**src/shared/sapo_pkg.sv**
```systemverilog
package sapo_pkg;

    // bus geometry
    localparam int DATA_W = 32;
    localparam int ADDR_W = 8;
    localparam int HTRANS_ACTIVE_BIT = 1;

    // register byte offsets
    localparam logic [7:0] OFF_MODE_CFG_ONE = 8'h00;
    localparam logic [7:0] OFF_MODE_CFG_TEN = 8'h04;
    localparam logic [7:0] OFF_INT_CFG = 8'h08;
    localparam logic [7:0] OFF_STATUS_TWO = 8'h0c;
    localparam logic [7:0] OFF_INT_MASK = 8'h10;
    localparam logic [7:0] OFF_LIVE = 8'h14;

    // field positions
    localparam int LOCK_EN_BIT = 0;
    localparam int REF_FAIL_PIN_EN_BIT = 0;
    localparam int EXT_SWITCH_BIT = 1;
    localparam int INT_CFG_W = 5;
    localparam int EVENT_W = 3;
    localparam int MON_W = 3;

    // reset values
    localparam logic LOCK_EN_RST = 1'h0;
    localparam logic REF_FAIL_PIN_EN_RST = 1'h0;
    localparam logic EXT_SWITCH_RST = 1'h0;
    localparam logic [INT_CFG_W-1:0] INT_CFG_RST = 5'h00;
    localparam logic [EVENT_W-1:0] STATUS_RST = 3'h0;
    localparam logic [EVENT_W-1:0] MASK_RST = 3'h0;
    localparam logic SHARED_OUT_RST = 1'h1;
    localparam logic SHARED_OE_RST = 1'h1;

    // strap sampling: cycles after release before the synchronised strap is valid
    localparam logic [1:0] STRAP_WAIT = 2'h2;
    localparam logic [1:0] STRAP_DONE = 2'h3;

    // interrupt configuration fields, los_mode in bit 0
    typedef struct packed {
        logic gpo_level;
        logic gpo_en;
        logic open_drain;
        logic active_high;
        logic los_mode;
    } sapo_intcfg_t;

    // sticky events, ref_fail in bit 0
    typedef struct packed {
        logic lock_gained;
        logic lock_lost;
        logic ref_fail;
    } sapo_event_t;

    // live monitor inputs of the selected reference and the main dpll
    typedef struct packed {
        logic dpll_locked;
        logic freq_ok;
        logic act_ok;
    } sapo_mon_t;

endpackage
```
**src/rtl/sapo_top.sv**
```systemverilog
// The AHB-Lite interface to the registers and the register offsets were chosen for this implementation.
`timescale 1ns/10ps

module sapo_top (
    // clock and reset
    input wire logic hclk,
    input wire logic hresetn,
    // ahb-lite slave
    input wire logic hsel,
    input wire logic [sapo_pkg::ADDR_W-1:0] haddr,
    input wire logic [1:0] htrans,
    input wire logic hwrite,
    input wire logic [2:0] hsize,
    input wire logic [sapo_pkg::DATA_W-1:0] hwdata,
    input wire logic hready,
    output logic hreadyout,
    output logic hresp,
    output logic [sapo_pkg::DATA_W-1:0] hrdata,
    // reference and dpll monitors
    input wire sapo_pkg::sapo_mon_t mon,
    input wire logic src_switch_strap,
    // status pins
    output logic ref_fail_out,
    output logic ref_fail_oe,
    output logic lock_out,
    output logic irq_los_out,
    output logic irq_los_oe,
    // system side
    output logic external_fast_switch_mode,
    output logic irq
);

    // synchronisers: stage one is read only by stage two
    logic [sapo_pkg::MON_W:0] sync1_q, sync1_d, sync2_q, sync2_d;
    logic act_s, freq_s, lock_s, strap_s;
    logic lock_prev_q, lock_prev_d;
    logic [1:0] strap_cnt_q, strap_cnt_d;

    assign act_s = sync2_q[0];
    assign freq_s = sync2_q[1];
    assign lock_s = sync2_q[2];
    assign strap_s = sync2_q[3];

    always_comb begin
        sync1_d = {src_switch_strap, mon};
        sync2_d = sync1_q;
        lock_prev_d = lock_s;
        strap_cnt_d = strap_cnt_q;
        if (strap_cnt_q != sapo_pkg::STRAP_DONE) begin
            strap_cnt_d = strap_cnt_q + 2'h1;
        end
    end

    always_ff @(posedge hclk or negedge hresetn) begin
        if (!hresetn) begin
            sync1_q <= '0;
            sync2_q <= '0;
            lock_prev_q <= 1'h0;
            strap_cnt_q <= 2'h0;
        end else begin
            sync1_q <= sync1_d;
            sync2_q <= sync2_d;
            lock_prev_q <= lock_prev_d;
            strap_cnt_q <= strap_cnt_d;
        end
    end

    // bus address phase capture
    logic wr_q, wr_d;
    logic [sapo_pkg::ADDR_W-1:0] waddr_q, waddr_d;
    logic [sapo_pkg::DATA_W-1:0] rdata_q, rdata_d;
    logic access;

    // register state
    logic lock_en_q, lock_en_d;
    logic ref_fail_pin_enable_q, ref_fail_pin_enable_d;
    logic ext_switch_q, ext_switch_d;
    sapo_pkg::sapo_intcfg_t intcfg_q, intcfg_d;
    sapo_pkg::sapo_event_t status_q, status_d, mask_q, mask_d, event_now, w1c;
    logic irq_any;
    logic ref_fail_flag;

    assign access = hsel && hready && htrans[sapo_pkg::HTRANS_ACTIVE_BIT];
    assign ref_fail_flag = status_q.ref_fail;
    assign irq_any = |(status_q & mask_q);

    // read returns next values so a read right after a write sees the write
    function automatic logic [sapo_pkg::DATA_W-1:0] read_mux(
        input logic [sapo_pkg::ADDR_W-1:0] a
    );
        logic [sapo_pkg::DATA_W-1:0] r;
        r = '0;
        unique case (a)
            sapo_pkg::OFF_MODE_CFG_ONE: r[sapo_pkg::LOCK_EN_BIT] = lock_en_d;
            sapo_pkg::OFF_MODE_CFG_TEN: begin
                r[sapo_pkg::REF_FAIL_PIN_EN_BIT] = ref_fail_pin_enable_d;
                r[sapo_pkg::EXT_SWITCH_BIT] = ext_switch_d;
            end
            sapo_pkg::OFF_INT_CFG: r[sapo_pkg::INT_CFG_W-1:0] = intcfg_d;
            sapo_pkg::OFF_STATUS_TWO: r[sapo_pkg::EVENT_W-1:0] = status_d;
            sapo_pkg::OFF_INT_MASK: r[sapo_pkg::EVENT_W-1:0] = mask_d;
            sapo_pkg::OFF_LIVE: r[sapo_pkg::MON_W:0] = {irq_any, lock_s, freq_s, act_s};
            default: r = '0;
        endcase
        return r;
    endfunction

    always_comb begin
        wr_d = access && hwrite;
        waddr_d = access ? haddr : waddr_q;
        rdata_d = rdata_q;
        if (access && !hwrite) begin
            rdata_d = read_mux(haddr);
        end
    end

    always_ff @(posedge hclk or negedge hresetn) begin
        if (!hresetn) begin
            wr_q <= 1'h0;
            waddr_q <= '0;
            rdata_q <= '0;
        end else begin
            wr_q <= wr_d;
            waddr_q <= waddr_d;
            rdata_q <= rdata_d;
        end
    end

    // zero wait states, always okay; unmapped reads return zero
    assign hreadyout = 1'h1;
    assign hresp = 1'h0;
    assign hrdata = rdata_q;

    always_comb begin
        event_now.ref_fail = !act_s || !freq_s;
        event_now.lock_lost = lock_prev_q && !lock_s;
        event_now.lock_gained = !lock_prev_q && lock_s;
        w1c = '0;
        lock_en_d = lock_en_q;
        ref_fail_pin_enable_d = ref_fail_pin_enable_q;
        ext_switch_d = ext_switch_q;
        intcfg_d = intcfg_q;
        mask_d = mask_q;
        if (wr_q) begin
            unique case (waddr_q)
                sapo_pkg::OFF_MODE_CFG_ONE: lock_en_d = hwdata[sapo_pkg::LOCK_EN_BIT];
                sapo_pkg::OFF_MODE_CFG_TEN: begin
                    ref_fail_pin_enable_d = hwdata[sapo_pkg::REF_FAIL_PIN_EN_BIT];
                    ext_switch_d = hwdata[sapo_pkg::EXT_SWITCH_BIT];
                end
                sapo_pkg::OFF_INT_CFG: intcfg_d = hwdata[sapo_pkg::INT_CFG_W-1:0];
                sapo_pkg::OFF_STATUS_TWO: w1c = hwdata[sapo_pkg::EVENT_W-1:0];
                sapo_pkg::OFF_INT_MASK: mask_d = hwdata[sapo_pkg::EVENT_W-1:0];
                default: w1c = '0;
            endcase
        end
        // strap wins over an early software write, it only happens once
        if (strap_cnt_q == sapo_pkg::STRAP_WAIT) begin
            ext_switch_d = strap_s;
        end
        // a new event beats a clear in the same cycle
        status_d = (status_q & ~w1c) | event_now;
    end

    always_ff @(posedge hclk or negedge hresetn) begin
        if (!hresetn) begin
            lock_en_q <= sapo_pkg::LOCK_EN_RST;
            ref_fail_pin_enable_q <= sapo_pkg::REF_FAIL_PIN_EN_RST;
            ext_switch_q <= sapo_pkg::EXT_SWITCH_RST;
            intcfg_q <= sapo_pkg::INT_CFG_RST;
            status_q <= sapo_pkg::STATUS_RST;
            mask_q <= sapo_pkg::MASK_RST;
        end else begin
            lock_en_q <= lock_en_d;
            ref_fail_pin_enable_q <= ref_fail_pin_enable_d;
            ext_switch_q <= ext_switch_d;
            intcfg_q <= intcfg_d;
            status_q <= status_d;
            mask_q <= mask_d;
        end
    end

    // pin drivers
    logic ref_fail_out_q, ref_fail_out_d, ref_fail_oe_q, ref_fail_oe_d;
    logic lock_out_q, lock_out_d;
    logic shared_out_q, shared_out_d, shared_oe_q, shared_oe_d;
    logic ext_sw_out_q, ext_sw_out_d, irq_q, irq_d;
    logic shared_level;

    always_comb begin
        ref_fail_oe_d = ref_fail_pin_enable_q;
        ref_fail_out_d = ref_fail_pin_enable_q && ref_fail_flag;
        lock_out_d = lock_en_q && lock_s;
        ext_sw_out_d = ext_switch_q;
        irq_d = irq_any;
        shared_out_d = 1'h0;
        shared_oe_d = 1'h1;
        if (intcfg_q.gpo_en) begin
            shared_level = intcfg_q.gpo_level;
        end else begin
            shared_level = (irq_any == intcfg_q.active_high);
        end
        if (intcfg_q.los_mode) begin
            // loss is the unlatched inverse of activity, always push-pull
            shared_out_d = !act_s;
        end else if (intcfg_q.open_drain) begin
            shared_oe_d = !shared_level;
        end else begin
            shared_out_d = shared_level;
        end
    end

    always_ff @(posedge hclk or negedge hresetn) begin
        if (!hresetn) begin
            ref_fail_out_q <= 1'h0;
            ref_fail_oe_q <= 1'h0;
            lock_out_q <= 1'h0;
            shared_out_q <= sapo_pkg::SHARED_OUT_RST;
            shared_oe_q <= sapo_pkg::SHARED_OE_RST;
            ext_sw_out_q <= sapo_pkg::EXT_SWITCH_RST;
            irq_q <= 1'h0;
        end else begin
            ref_fail_out_q <= ref_fail_out_d;
            ref_fail_oe_q <= ref_fail_oe_d;
            lock_out_q <= lock_out_d;
            shared_out_q <= shared_out_d;
            shared_oe_q <= shared_oe_d;
            ext_sw_out_q <= ext_sw_out_d;
            irq_q <= irq_d;
        end
    end

    assign ref_fail_out = ref_fail_out_q;
    assign ref_fail_oe = ref_fail_oe_q;
    assign lock_out = lock_out_q;
    assign irq_los_out = shared_out_q;
    assign irq_los_oe = shared_oe_q;
    assign external_fast_switch_mode = ext_sw_out_q;
    assign irq = irq_q;
endmodule // sapo_top

```
**config.mk**
```make
export PLATFORM = sky130hd
export DESIGN_NAME = sapo_top
export DESIGN_NICKNAME = d
export VERILOG_FILES = /design/src/shared/sapo_pkg.sv /design/src/rtl/sapo_top.sv
export SDC_FILE = /design/constraint.sdc
export NUM_CORES = 1
export LEC_CHECK = 0
export BUFFER_PORTS_ARGS = -buffer_cell sky130_fd_sc_hd__buf_2
export CORE_ASPECT_RATIO = 1.1
export CORE_MARGIN = 2
export CORE_UTILIZATION = 47
export DETAILED_ROUTE_END_ITERATION = 8
export HOLD_SLACK_MARGIN = 0.05
export PLACE_DENSITY_LB_ADDON = 0.05
export SYNTH_ARGS = -nofsm -noshare
export SYNTH_HDL_FRONTEND = slang
export SYNTH_SLANG_ARGS = --single-unit
```
**constraint.sdc**
```tcl
create_clock -name hclk -period 2 [get_ports hclk]
set_input_delay 0.3 -clock hclk [delete_from_list [all_inputs] [get_ports hclk]]
set_output_delay 0.3 -clock hclk [all_outputs]
set_load 0.005 [all_outputs]
```
# Word level (Yosys, flattened, before mapping)
# Cells that the tools add are included.
# W data, S select, Z words.
dict set report classes {
  addsub 1
  n_eq_ne 12
  mux 23
  n_bitwise 4
  reduce_logical 18
}
# op n
set op_table {}
lappend op_table {{$eq A8 B4 Y1 const B} 4}
lappend op_table {{$eq A8 B5 Y1 const B} 3}
lappend op_table {{$eq A8 B3 Y1 const B} 2}
lappend op_table {{$logic_not A8 Y1} 2}
lappend op_table {{$mux W1} 13}
lappend op_table {{$mux W3} 4}
lappend op_table {{$mux W5} 2}
lappend op_table {{$logic_and A1 B1 Y1} 8}
lappend op_table {{$and A3 B3 Y3} 2}
lappend op_table {{$logic_not A1 Y1} 6}
lappend op_table {{$pmux W1 S6} 1}
lappend op_table {{$pmux W1 S5} 1}
lappend op_table {{$pmux W1 S4} 1}
lappend op_table {{$not A3 Y3} 1}
lappend op_table {{$or A3 B3 Y3} 1}
lappend op_table {{$reduce_or A3 Y1} 1}
lappend op_table {{$add A2 B1 Y2 const B} 1}
lappend op_table {{$eq A2 B2 Y1 const B} 1}
lappend op_table {{$ne A2 B2 Y1 const B} 1}
lappend op_table {{$pmux W1 S2} 1}
lappend op_table {{$eq A1 B1 Y1} 1}
lappend op_table {{$logic_or A1 B1 Y1} 1}
dict set report word_totals {
  regBits 46
  input_bits 54
  output_inout_bits 41
  elab_cells 86
}

# Depth between registers and ports, before layout
# Gate-level depths: netlist of the first run.
dict set report depth {
  word_depth 7
  depth_mapped 6
  mapped_depth_nobuf 5
}

# Worst setup path before layout of the first run
# Ideal clock, no wire load.
dict set report synth_timing {
  path_kind {reg2reg}
  from {reg waddr_q[4] in the netlist's numbering}
  to {reg rdata_q (netlist bit hrdata[1])}
  setup_ps 131
  t_arrival_ps 1547
  t_required_ps 1869
  setup_slack_ps 322
  path_stages_with_launch 6
  path_buffers 0
  period_less_slack_ps 1678
  cell_sequence {dfrtp_1 nor4b_4 nand3_2 mux2_2 a211oi_1 a31oi_1}
}
# item line
set synth_lines {}
lappend synth_lines {{start: declaration} sapo_top.sv:70} ;# logic [sapo_pkg::ADDR_W-1:0] waddr_q, waddr_d;
lappend synth_lines {{start signal: assignment} sapo_top.sv:124} ;# waddr_q <= waddr_d;
lappend synth_lines {{end signal: assignment} sapo_top.sv:125} ;# rdata_q <= rdata_d;
lappend synth_lines {{end: declaration} sapo_top.sv:71} ;# logic [sapo_pkg::DATA_W-1:0] rdata_q, rdata_d;

==> impl_metrics.csv, run 1 <==
group,metric,value,unit
worst_setup_path,rr_endpoint,"hrdata[1]$_DFFE_PN0P_",
global_route,gr-total-overflow,0,
cts,post_cts_resized,0,
yosys,synth_top_family_by_area,"simple AND/OR/NAND/NOR gates",
worst_setup_path,worst-setup-path-type,"reg2reg",
timing,post-route-period-util,0.928,
global_route,grt_pass1_vias,1398,
route,totalWireLength,4210,µm
worst_setup_path,required,2170,ps
yosys,ys_seq_area_frac,0.527,
cells_and_area,mostFrequentLayoutCell,"dfrtp_1",
timing,hold_violations,0,
cts,root_buffer,"clkbuf_8",
global_route,grt_max_degree,29,
yosys,synth_compound_area_frac,0.0879,
timing,fin_crit,1860,ps
status,outcome,"finished, final reports clean",
global_route,antenna_found_initial,0,
timing,rsz0062_at_grt,"false",
timing,clock_skew,7.06,ps
cts,post_cts_buffers,0,
floorplan,die_area,5220,µm²
timing,slew_violations,0,
yosys,synth_simple_gate_area_frac,0.147,
route,detail-route-antenna-nets,0,
power,ir_drop,0.415,mV
yosys,synthFlopType,"dfrtp_1",
place,place_congestion,0.843,
yosys,synth-edff-count,0,
place,io_buffers,34,
place,dpl.hpwl,3290,µm
cts,cts_buffers,5,
cells_and_area,layout.nets,286,
yosys,netlist_area,2190,µm²
floorplan,num_io_pins,95,
route,wl_per_cell,14.7,µm
cts,cts_tree,"built",
min_path,hp-start,"mon[0]",
min_path,min_delay_worst_endpoint,"sync1_q[0]$_DFF_PN0_",
route,viasPerCell,5.00,
worst_setup_path,r2r_slack,140,ps
cells_and_area,design_area,2450,µm²
route,drc,0,
yosys,avgSynthCellArea,11.8,µm²
min_path,hold_depth,1,
floorplan,rows,26,
timing,maxSlewHeadroom,0.603,
place,place_area,2350,µm²
cells_and_area,drive_gt1_frac,0.329,
floorplan,initial_core_util,0.481,
cells_and_area,syn2layout_area_growth,11.9,%
cts,clkTransAtPathRegs,90,ps
timing,setup_violations,0,
floorplan,fp.coreArea,4550,µm²
worst_setup_path,r2r_start,"waddr_q[6]$_DFFE_PN0P_",
worst_setup_path,worstRegToRegCells,5,
yosys,synth-adder-area-share,0.0114,
cts,insertion_delay,300,ps
yosys,async_flop_share,1.00,
worst_setup_path,arrival,2030,ps
worst_setup_path,end_kind,"flop",
min_path,hold_class,"in2reg",
yosys,synth.distinct_cells,46,
worst_setup_path,cp_max_fo,5,
yosys,syn-instance-count,186,
yosys,ys.warnings.count,0,
route,dr.pass1.iters,4,
timing,setup_tns,0,ps
timing,tightest_slew,595,ps
yosys,synth_xor_area_frac,0.00800,
global_route,grt_first_pass_wirelength,6730,µm
job,max_cap_violations,0,
cts,cts_max_path_buffers,2,
global_route,track_usage,0.171,
timing,fmax,539,MHz
yosys,synth_mux_area_frac,0.102,
power,p_leak,0.00115,µW
floorplan,die_width,69.1,µm
floorplan,fp.dieH,75.6,µm
yosys,ys_seq_elements,46,
cells_and_area,n_antenna_cell,0,
cts,htreeDepth,2,
cts,cts.sinks,46,
route,via_count,1436,
power,power.density,741,nW/µm²
worst_setup_path,start_kind,"flop",
cells_and_area,layout_common_cells,"dfrtp_1 (44), buf_2 (34), conb_1 (29)",
route,first_iter_violations,71,
==> power by group <==
| part | internal (µW) | total, µW | switching (µW) |
|---|---|---|---|
| Combinational | 98.5 | 212 | 114 |
| Sequential | 999 | 1050 | 46.7 |
| Clock | 245 | 559 | 313 |
==> sequential cells by signal (all words and copies together), names as in the netlist <==
name / count
sync2_q: 4
wr_q: 1
external_fast_switch_mode: 1
mask_q: 3
ref_fail_out: 1
lock_en_q: 1
lock_prev_q: 1
ref_fail_oe_d: 1
intcfg_q: 5
irq: 1
hrdata: 5
ref_fail_flag: 1
sync1_q: 4
irq_los_out: 1
strap_cnt_q: 2
ext_sw_out_d: 1
waddr_q: 8
ref_fail_oe: 1
irq_los_oe: 1
lock_out: 1
status_q: 2
==> layer usage <==
| layer | vias up | global-route usage | wire length, µm |
|---|---|---|---|
| met4 | 0 | 0.0654 | 63 |
| met5 | - | 0 | 0 |
| li1 | 693 | - | - |
| met3 | 7 | 0.0476 | 207 |
| met2 | 40 | 0.307 | 2150 |
| met1 | 696 | 0.199 | 1790 |
==> final cells by class <==
cell class	count	area, µm²
Inverter	6	22.5
Tap cell	56	70.1
Timing Repair Buffer	41	225
Clock buffer	5	68.8
Clock inverter	3	21.3
Sequential cell	46	1150
Multi-Input combinational cell	130	890
Fill cell	416	2100
==> what timing repair did <==
action                                 CTS  global route
setup endpoints to repair                0             1
endpoints found under the hold margin   24             0
hold buffers                             1             0
==> synth_stat cells (all sizes together), types with 3 or more instances <==
cell type / instances / area, µm²
nand4: 3 / 18.8
o21ai: 3 / 15.0
nand2b: 5 / 31.3
a21oi: 4 / 20.0
dfrtp: 44 / 1100
nand2: 10 / 37.5
inv: 6 / 22.5
buf: 30 / 223
mux2: 18 / 203
nand3: 8 / 45.0
a32oi: 3 / 26.3
nor2: 9 / 33.8
==> through the flow <==
stage          power [µW]   util  worst slack [ps]  cells  hold slack, ps
3_5_place_dp         1280  0.516               134    278             336
3_3_place_gp         1270  0.516               126    278             323
5_1_grt              1920  0.538              12.9    287            81.4
4_1_cts              1850  0.538               131    287            89.6
6_report             1820  0.538               144    287             102
2_1_floorplan        1210      -               322    213            4.41
==> cells by family (layout without fill, tap and decap cells) <==
| kind of cell | count (synthesis) | in the layout |
|---|---|---|
| flops | 46 | 46 |
| xor+xnor | 2 | 2 |
| buf+inv | 37 | 55 |
| compound gates | 26 | 26 |
| other cells | 2 | 29 |
| mux | 20 | 20 |
| simple gates | 51 | 51 |
| fa+ha+maj | 2 | 2 |
==> worst max-delay path: stages (launching register included) <==
cell and delay (ps):
dfrtp_1 430, nor4b_4 410, nand3_2 220, mux2_2 340, a211oi_1 220, a31oi_1 120
==> worst max-delay path by stage <==
| stage | slack (ps) | endpoint | startpoint |
|---|---|---|---|
| final | 140 | hrdata[1]$_DFFE_PN0P_ | waddr_q[6]$_DFFE_PN0P_ |
| after global routing | 10 | hrdata[1]$_DFFE_PN0P_ | waddr_q[1]$_DFFE_PN0P_ |
| after CTS | 130 | hrdata[1]$_DFFE_PN0P_ | waddr_q[4]$_DFFE_PN0P_ |
| after detailed placement | 130 | hrdata[1]$_DFFE_PN0P_ | haddr[7] |
| after global placement | 130 | hrdata[1]$_DFFE_PN0P_ | haddr[7] |
| after floorplan | 320 | hrdata[1]$_DFFE_PN0P_ | waddr_q[4]$_DFFE_PN0P_ |
No activity file was read; power rests on OpenSTA's default activity.
==> run 2, diff against run 1 <==
--- a/config.mk
+++ b/config.mk
@@ -8,10 +8,11 @@
 export BUFFER_PORTS_ARGS = -buffer_cell sky130_fd_sc_hd__buf_2
 export CORE_ASPECT_RATIO = 1.1
 export CORE_MARGIN = 2
-export CORE_UTILIZATION = 47
+export CORE_UTILIZATION = 43
 export DETAILED_ROUTE_END_ITERATION = 8
 export HOLD_SLACK_MARGIN = 0.05
 export PLACE_DENSITY_LB_ADDON = 0.05
+export RECOVER_POWER = 100
 export SYNTH_ARGS = -nofsm -noshare
 export SYNTH_HDL_FRONTEND = slang
 export SYNTH_SLANG_ARGS = --single-unit
==> constraint.sdc (replaced) <==
create_clock -name hclk -period 1.53 [get_ports hclk]
set_input_delay 0.2295 -clock hclk [delete_from_list [all_inputs] [get_ports hclk]]
set_output_delay 0.2295 -clock hclk [all_outputs]
set_load 0.005 [all_outputs]
==> run 2 against run 1 <==
Effect of this change:
- the flow now finishes with violations (setup timing)
- clock skew rose by 2.0 ps
- sequential power rose by 31%
- global-route usage grew 0.53 points
- final cell count rose by 13%
- first-iteration DRC count grew 46%
- routed wire length grew 16%
- via count rose by 16%
- worst hold slack improved by 52 ps
- largest cell class unchanged
- largest power group unchanged
- highest routed layer unchanged
==> impl_metrics.csv, run 2 (synthesized netlist as in run 1, its figures left out) <==
group,metric,value,unit
status,outcome,"complete, but fails checks",
status,violations,"setup timing",
global_route,antenna_found_initial,0,
power,p_total,2710,µW
place,preCtsSetupSlack,-261,ps
cells_and_area,stdcell_count,323,
global_route,track_usage,0.176,
cells_and_area,layout_common_cells,"dfrtp_1 (44), buf_2 (30), conb_1 (29)",
cts,cts_tree,"built",
job,max_cap_violations,0,
floorplan,die_width,72.1,µm
worst_setup_path,worstRegToRegCells,7,
timing,slew_violations,0,
global_route,gr-total-overflow,0,
route,totalWireLength,4890,µm
timing,fin_crit,1730,ps
route,drc,0,
cells_and_area,drive_gt1_frac,0.415,
timing,setup_violations,9,
cells_and_area,n_antenna_cell,0,
worst_setup_path,crit_slowest_cell,"dfrtp_1",
cells_and_area,syn2layout_area_growth,29.5,%
cells_and_area,largest_reg_flops,8,
timing,rsz0062_at_grt,"true",
cells_and_area,largest_register,"waddr_q",
global_route,grt_max_degree,30,
worst_setup_path,end_kind,"flop",
cts,clkTransAtPathRegs,90,ps
timing,post-route-period-util,1.13,
timing,fmax,579,MHz
route,wl_per_cell,15.1,µm
cells_and_area,mostFrequentLayoutCell,"dfrtp_1",
route,first_iter_violations,104,
power,p_leak,0.00134,µW
worst_setup_path,required,1720,ps
min_path,hold_depth,3,
timing,clock_skew,9.10,ps
floorplan,initial_core_util,0.441,
global_route,grt_first_pass_wirelength,7640,µm
cts,cts_buffers,5,
timing,hold_violations,0,
worst_setup_path,critPathMaxStageDelay,420,ps
worst_setup_path,crit_chain,"buf_4 > and4bb_2 > nand3_4 > buf_6 > mux2i_1 > a32oi_1 > a31oi_1",
cts,root_buffer,"clkbuf_8",
worst_setup_path,start_kind,"flop",
route,via_count,1666,
cts,htreeDepth,2,
cts,cts_max_path_buffers,2,
floorplan,rows,27,
cts,cts.sinks,46,
route,viasPerCell,5.16,
floorplan,fp.coreArea,4970,µm²
worst_setup_path,arrival,1920,ps
power,ir_drop,0.505,mV
worst_setup_path,worst-setup-path-type,"reg2reg",
floorplan,fp.dieH,78.9,µm
place,dpl.hpwl,3640,µm
min_path,hold_class,"in2reg",
place,numPlacedInstances,302,
global_route,grt_pass1_vias,1644,
cts,insertion_delay,310,ps
timing,setup_slack,-196,ps
place,place_congestion,0.932,
power,power.density,954,nW/µm²
route,detail-route-antenna-nets,0,
floorplan,die_area,5680,µm²
floorplan,num_io_pins,95,
cells_and_area,layout.nets,320,
worst_setup_path,r2r_slack,-200,ps
place,io_buffers,34,
route,dr.pass1.iters,4,
worst_setup_path,cp_max_fo,2,
## run 2: repair_timing
| action | CTS | global route |
|---|---|---|
| resized for setup | 9 | 14 |
| buffers inserted | 4 | 4 |
| hold buffers | 5 | 0 |
| pin swaps | 10 | 9 |
| endpoints found under the hold margin | 19 | 0 |
| endpoints found under the setup margin | 9 | 12 |
## run 2: metrics by stage
step	hold slack (ps)	area [µm²]	setup TNS [ps]	utilization
floorplan	-66.1	2300	-333	-
detailed placement	213	2540	-1430	0.511
global route	173	2840	-1680	0.571
global placement	196	2540	-1240	0.511
finish	154	2840	-957	0.571
CTS	147	2770	-1050	0.559
## run 2: routing by layer
layer	part of all wire	routed length (µm)	global-route usage
met5	0	0	0
met4	0.017	81	0.0528
met3	0.048	234	0.0533
met2	0.55	2700	0.308
met1	0.38	1880	0.206
## run 2: critical path: cells and delay by family (launching register included)
family | cells | cell delay (ps)
flops | 1 | 420
compound gates | 2 | 320
mux | 1 | 130
buf+inv | 2 | 290
simple gates | 2 | 450
## run 2: path summary, 6_finish.rpt
kind,from,to
setup / recovery,waddr_q[6]$_DFFE_PN0P_,hrdata[0]$_DFFE_PN0P_
hold reg to reg,sync1_q[3]$_DFF_PN0_,sync2_q[3]$_DFF_PN0_
hold / removal,hwrite,wr_q$_DFF_PN0_
min in group asynchronous,hresetn,hrdata[1]$_DFFE_PN0P_
setup reg to reg,waddr_q[6]$_DFFE_PN0P_,hrdata[0]$_DFFE_PN0P_
max in group asynchronous,hresetn,waddr_q[1]$_DFFE_PN0P_
## run 2: final cells by class
type                            instances  area (µm²)
Fill cell                             463        2130
Sequential cell                        46        1150
Multi-Input combinational cell        130         975
Timing Repair Buffer                   75         498
Tap cell                               58        72.6
Clock buffer                            5        68.8
Clock inverter                          3        47.5
Inverter                                6        22.5
## run 2: power breakdown
part           switching (µW)  internal, µW
clock                     444           498
sequential               72.4          1310
combinational             185           201
total                     701          2010
==> run 3, diff against run 2 <==
--- a/config.mk
+++ b/config.mk
@@ -11,7 +11,7 @@
 export CORE_UTILIZATION = 43
 export DETAILED_ROUTE_END_ITERATION = 8
 export HOLD_SLACK_MARGIN = 0.05
-export PLACE_DENSITY_LB_ADDON = 0.05
+export PLACE_DENSITY_LB_ADDON = 0.3
 export RECOVER_POWER = 100
 export SYNTH_ARGS = -nofsm -noshare
 export SYNTH_HDL_FRONTEND = slang
==> run 3 against run 2 <==
Effect of this change:
- the flow still finishes with violations (setup timing)
- sequential share of layout area rose by 0.13 points
- utilization fell by 0.18 points
- largest cell class unchanged
- fmax barely moved
- clock-buffer cell count did not move
==> impl_metrics.csv, run 3 (synthesized netlist as in run 1, its figures left out) <==
group,metric,value,unit
cts,clkTransAtPathRegs,100,ps
status,outcome,"complete, but fails checks",
worst_setup_path,cp_max_fo,4,
timing,fmax,580,MHz
cells_and_area,largest_register,"waddr_q",
route,totalWireLength,4530,µm
cells_and_area,drive_gt1_frac,0.411,
worst_setup_path,end_kind,"flop",
route,drc,0,
cts,cts_tree,"built",
timing,rsz0062_at_grt,"true",
global_route,grt_first_pass_wirelength,7410,µm
cells_and_area,largest_reg_flops,8,
place,io_buffers,34,
global_route,grt_pass1_vias,1521,
worst_setup_path,worst-setup-path-type,"reg2reg",
global_route,track_usage,0.173,
cells_and_area,design_area,2830,µm²
timing,clock_skew,14.2,ps
cells_and_area,layout.nets,318,
route,viasPerCell,4.92,
cells_and_area,layout_common_cells,"dfrtp_1 (44), conb_1 (29), buf_2 (29)",
timing,hold_violations,0,
route,via_count,1579,
route,first_iter_violations,92,
place,preCtsSetupSlack,-292,ps
place,place_area,2560,µm²
cells_and_area,seqCellArea,1150,µm²
cells_and_area,mostFrequentLayoutCell,"dfrtp_1",
global_route,gr-total-overflow,0,
cts,insertion_delay,300,ps
cells_and_area,n_fill_cell,435,
place,place_congestion,0.806,
power,ir_drop,0.753,mV
floorplan,rows,27,
worst_setup_path,crit_slowest_cell,"dfrtp_1",
worst_setup_path,crit_family,"simple AND/OR/NAND/NOR gates",
timing,setup_violations,10,
cells_and_area,n_antenna_cell,0,
cells_and_area,syn2layout_area_growth,29.1,%
timing,fin_crit,1730,ps
worst_setup_path,start_kind,"flop",
floorplan,die_area,5680,µm²
power,p_total,2840,µW
power,power.density,1000,nW/µm²
cts,cts_max_path_buffers,2,
route,wl_per_cell,14.1,µm
floorplan,fp.dieH,78.9,µm
power,p_leak,0.00133,µW
status,violations,"setup timing",
worst_setup_path,required,1720,ps
cells_and_area,multi_input_area,968,µm²
job,max_cap_violations,0,
cts,htreeDepth,2,
timing,setup_slack,-196,ps
worst_setup_path,critPathMaxStageDelay,420,ps
floorplan,die_width,72.1,µm
route,detail-route-antenna-nets,0,
floorplan,fp.coreArea,4970,µm²
min_path,hold_class,"in2reg",
cts,cts_buffers,5,
floorplan,num_io_pins,95,
global_route,antenna_found_initial,0,
place,dpl.hpwl,3390,µm
route,dr.pass1.iters,4,
cts,root_buffer,"clkbuf_8",
worst_setup_path,path_buf_inv,1,
timing,slew_violations,0,
global_route,grt_max_degree,29,
floorplan,initial_core_util,0.441,
worst_setup_path,arrival,1910,ps
timing,post-route-period-util,1.13,
cts,cts.sinks,46,
worst_setup_path,crit_chain,"nor4b_4 > nand3_2 > buf_6 > mux2_2 > a21oi_2 > a31oi_1",
[run 3: changes by cell type in the layout (fill, tap and decap cells not counted), moves of 2 or more]
cell,change
a21oi_2,+2
buf_4,-2
a21oi_1,-2
nand3_4,-2
inv_6,-2
[run 3: worst paths after layout]
path / from / endpoint / slack [ps] / depth (start not counted)
max: waddr_q[6]$_DFFE_PN0P_ / hrdata[0]$_DFFE_PN0P_ / -200 / 6
min: hwdata[4] / intcfg_q[4]$_DFF_PN0_ / 170 / 2
max reg2reg: waddr_q[6]$_DFFE_PN0P_ / hrdata[0]$_DFFE_PN0P_ / -200 / 6
min reg2reg: sync1_q[2]$_DFF_PN0_ / sync2_q[2]$_DFF_PN0_ / 350 / 0
max in group asynchronous: hresetn / irq_los_out$_DFF_PN1_ / 290 / 3
min in group asynchronous: hresetn / hrdata[0]$_DFFE_PN0P_ / 410 / 2
[run 3: layout make-up]
type / instances / share of cell area
clock buffers: 5 / 0.0243
clock inverters: 3 / 0.0243
inverters: 6 / 0.00796
multi-input cells: 130 / 0.342
flip-flops and latches: 46 / 0.408
well taps: 58 / 0.0257
repair buffers: 73 / 0.168
[run 3: per-layer routing]
metal / routed length (µm) / share of wire / vias up / track usage
li1: - / - / 759 / -
met1: 1860 / 0.41 / 760 / 0.216
met2: 2340 / 0.52 / 54 / 0.296
met3: 262 / 0.058 / 6 / 0.0406
met4: 62 / 0.014 / 0 / 0.0566
met5: 0 / 0 / - / 0
[run 3: metrics by stage]
stage,hold slack (ps),TNS [ps],std cells,util
2_1_floorplan,-66.1,-333,213,-
6_report,173,-1120,321,0.570
3_3_place_gp,206,-1190,305,0.515
4_1_cts,171,-1150,319,0.563
5_1_grt,173,-2070,321,0.570
3_5_place_dp,208,-1330,305,0.515
[run 3: what timing repair did]
action / CTS / global route
hold buffers: 5 / 0
pin swaps: 8 / 4
endpoints found under the hold margin: 22 / 0
setup endpoints to repair: 9 / 11
buffers inserted: 1 / 2
resized for setup: 12 / 9
[run 3: where the power goes]
group	internal (µW)	switching, µW
clock	654	416
sequential	1310	60.0
combinational	212	188
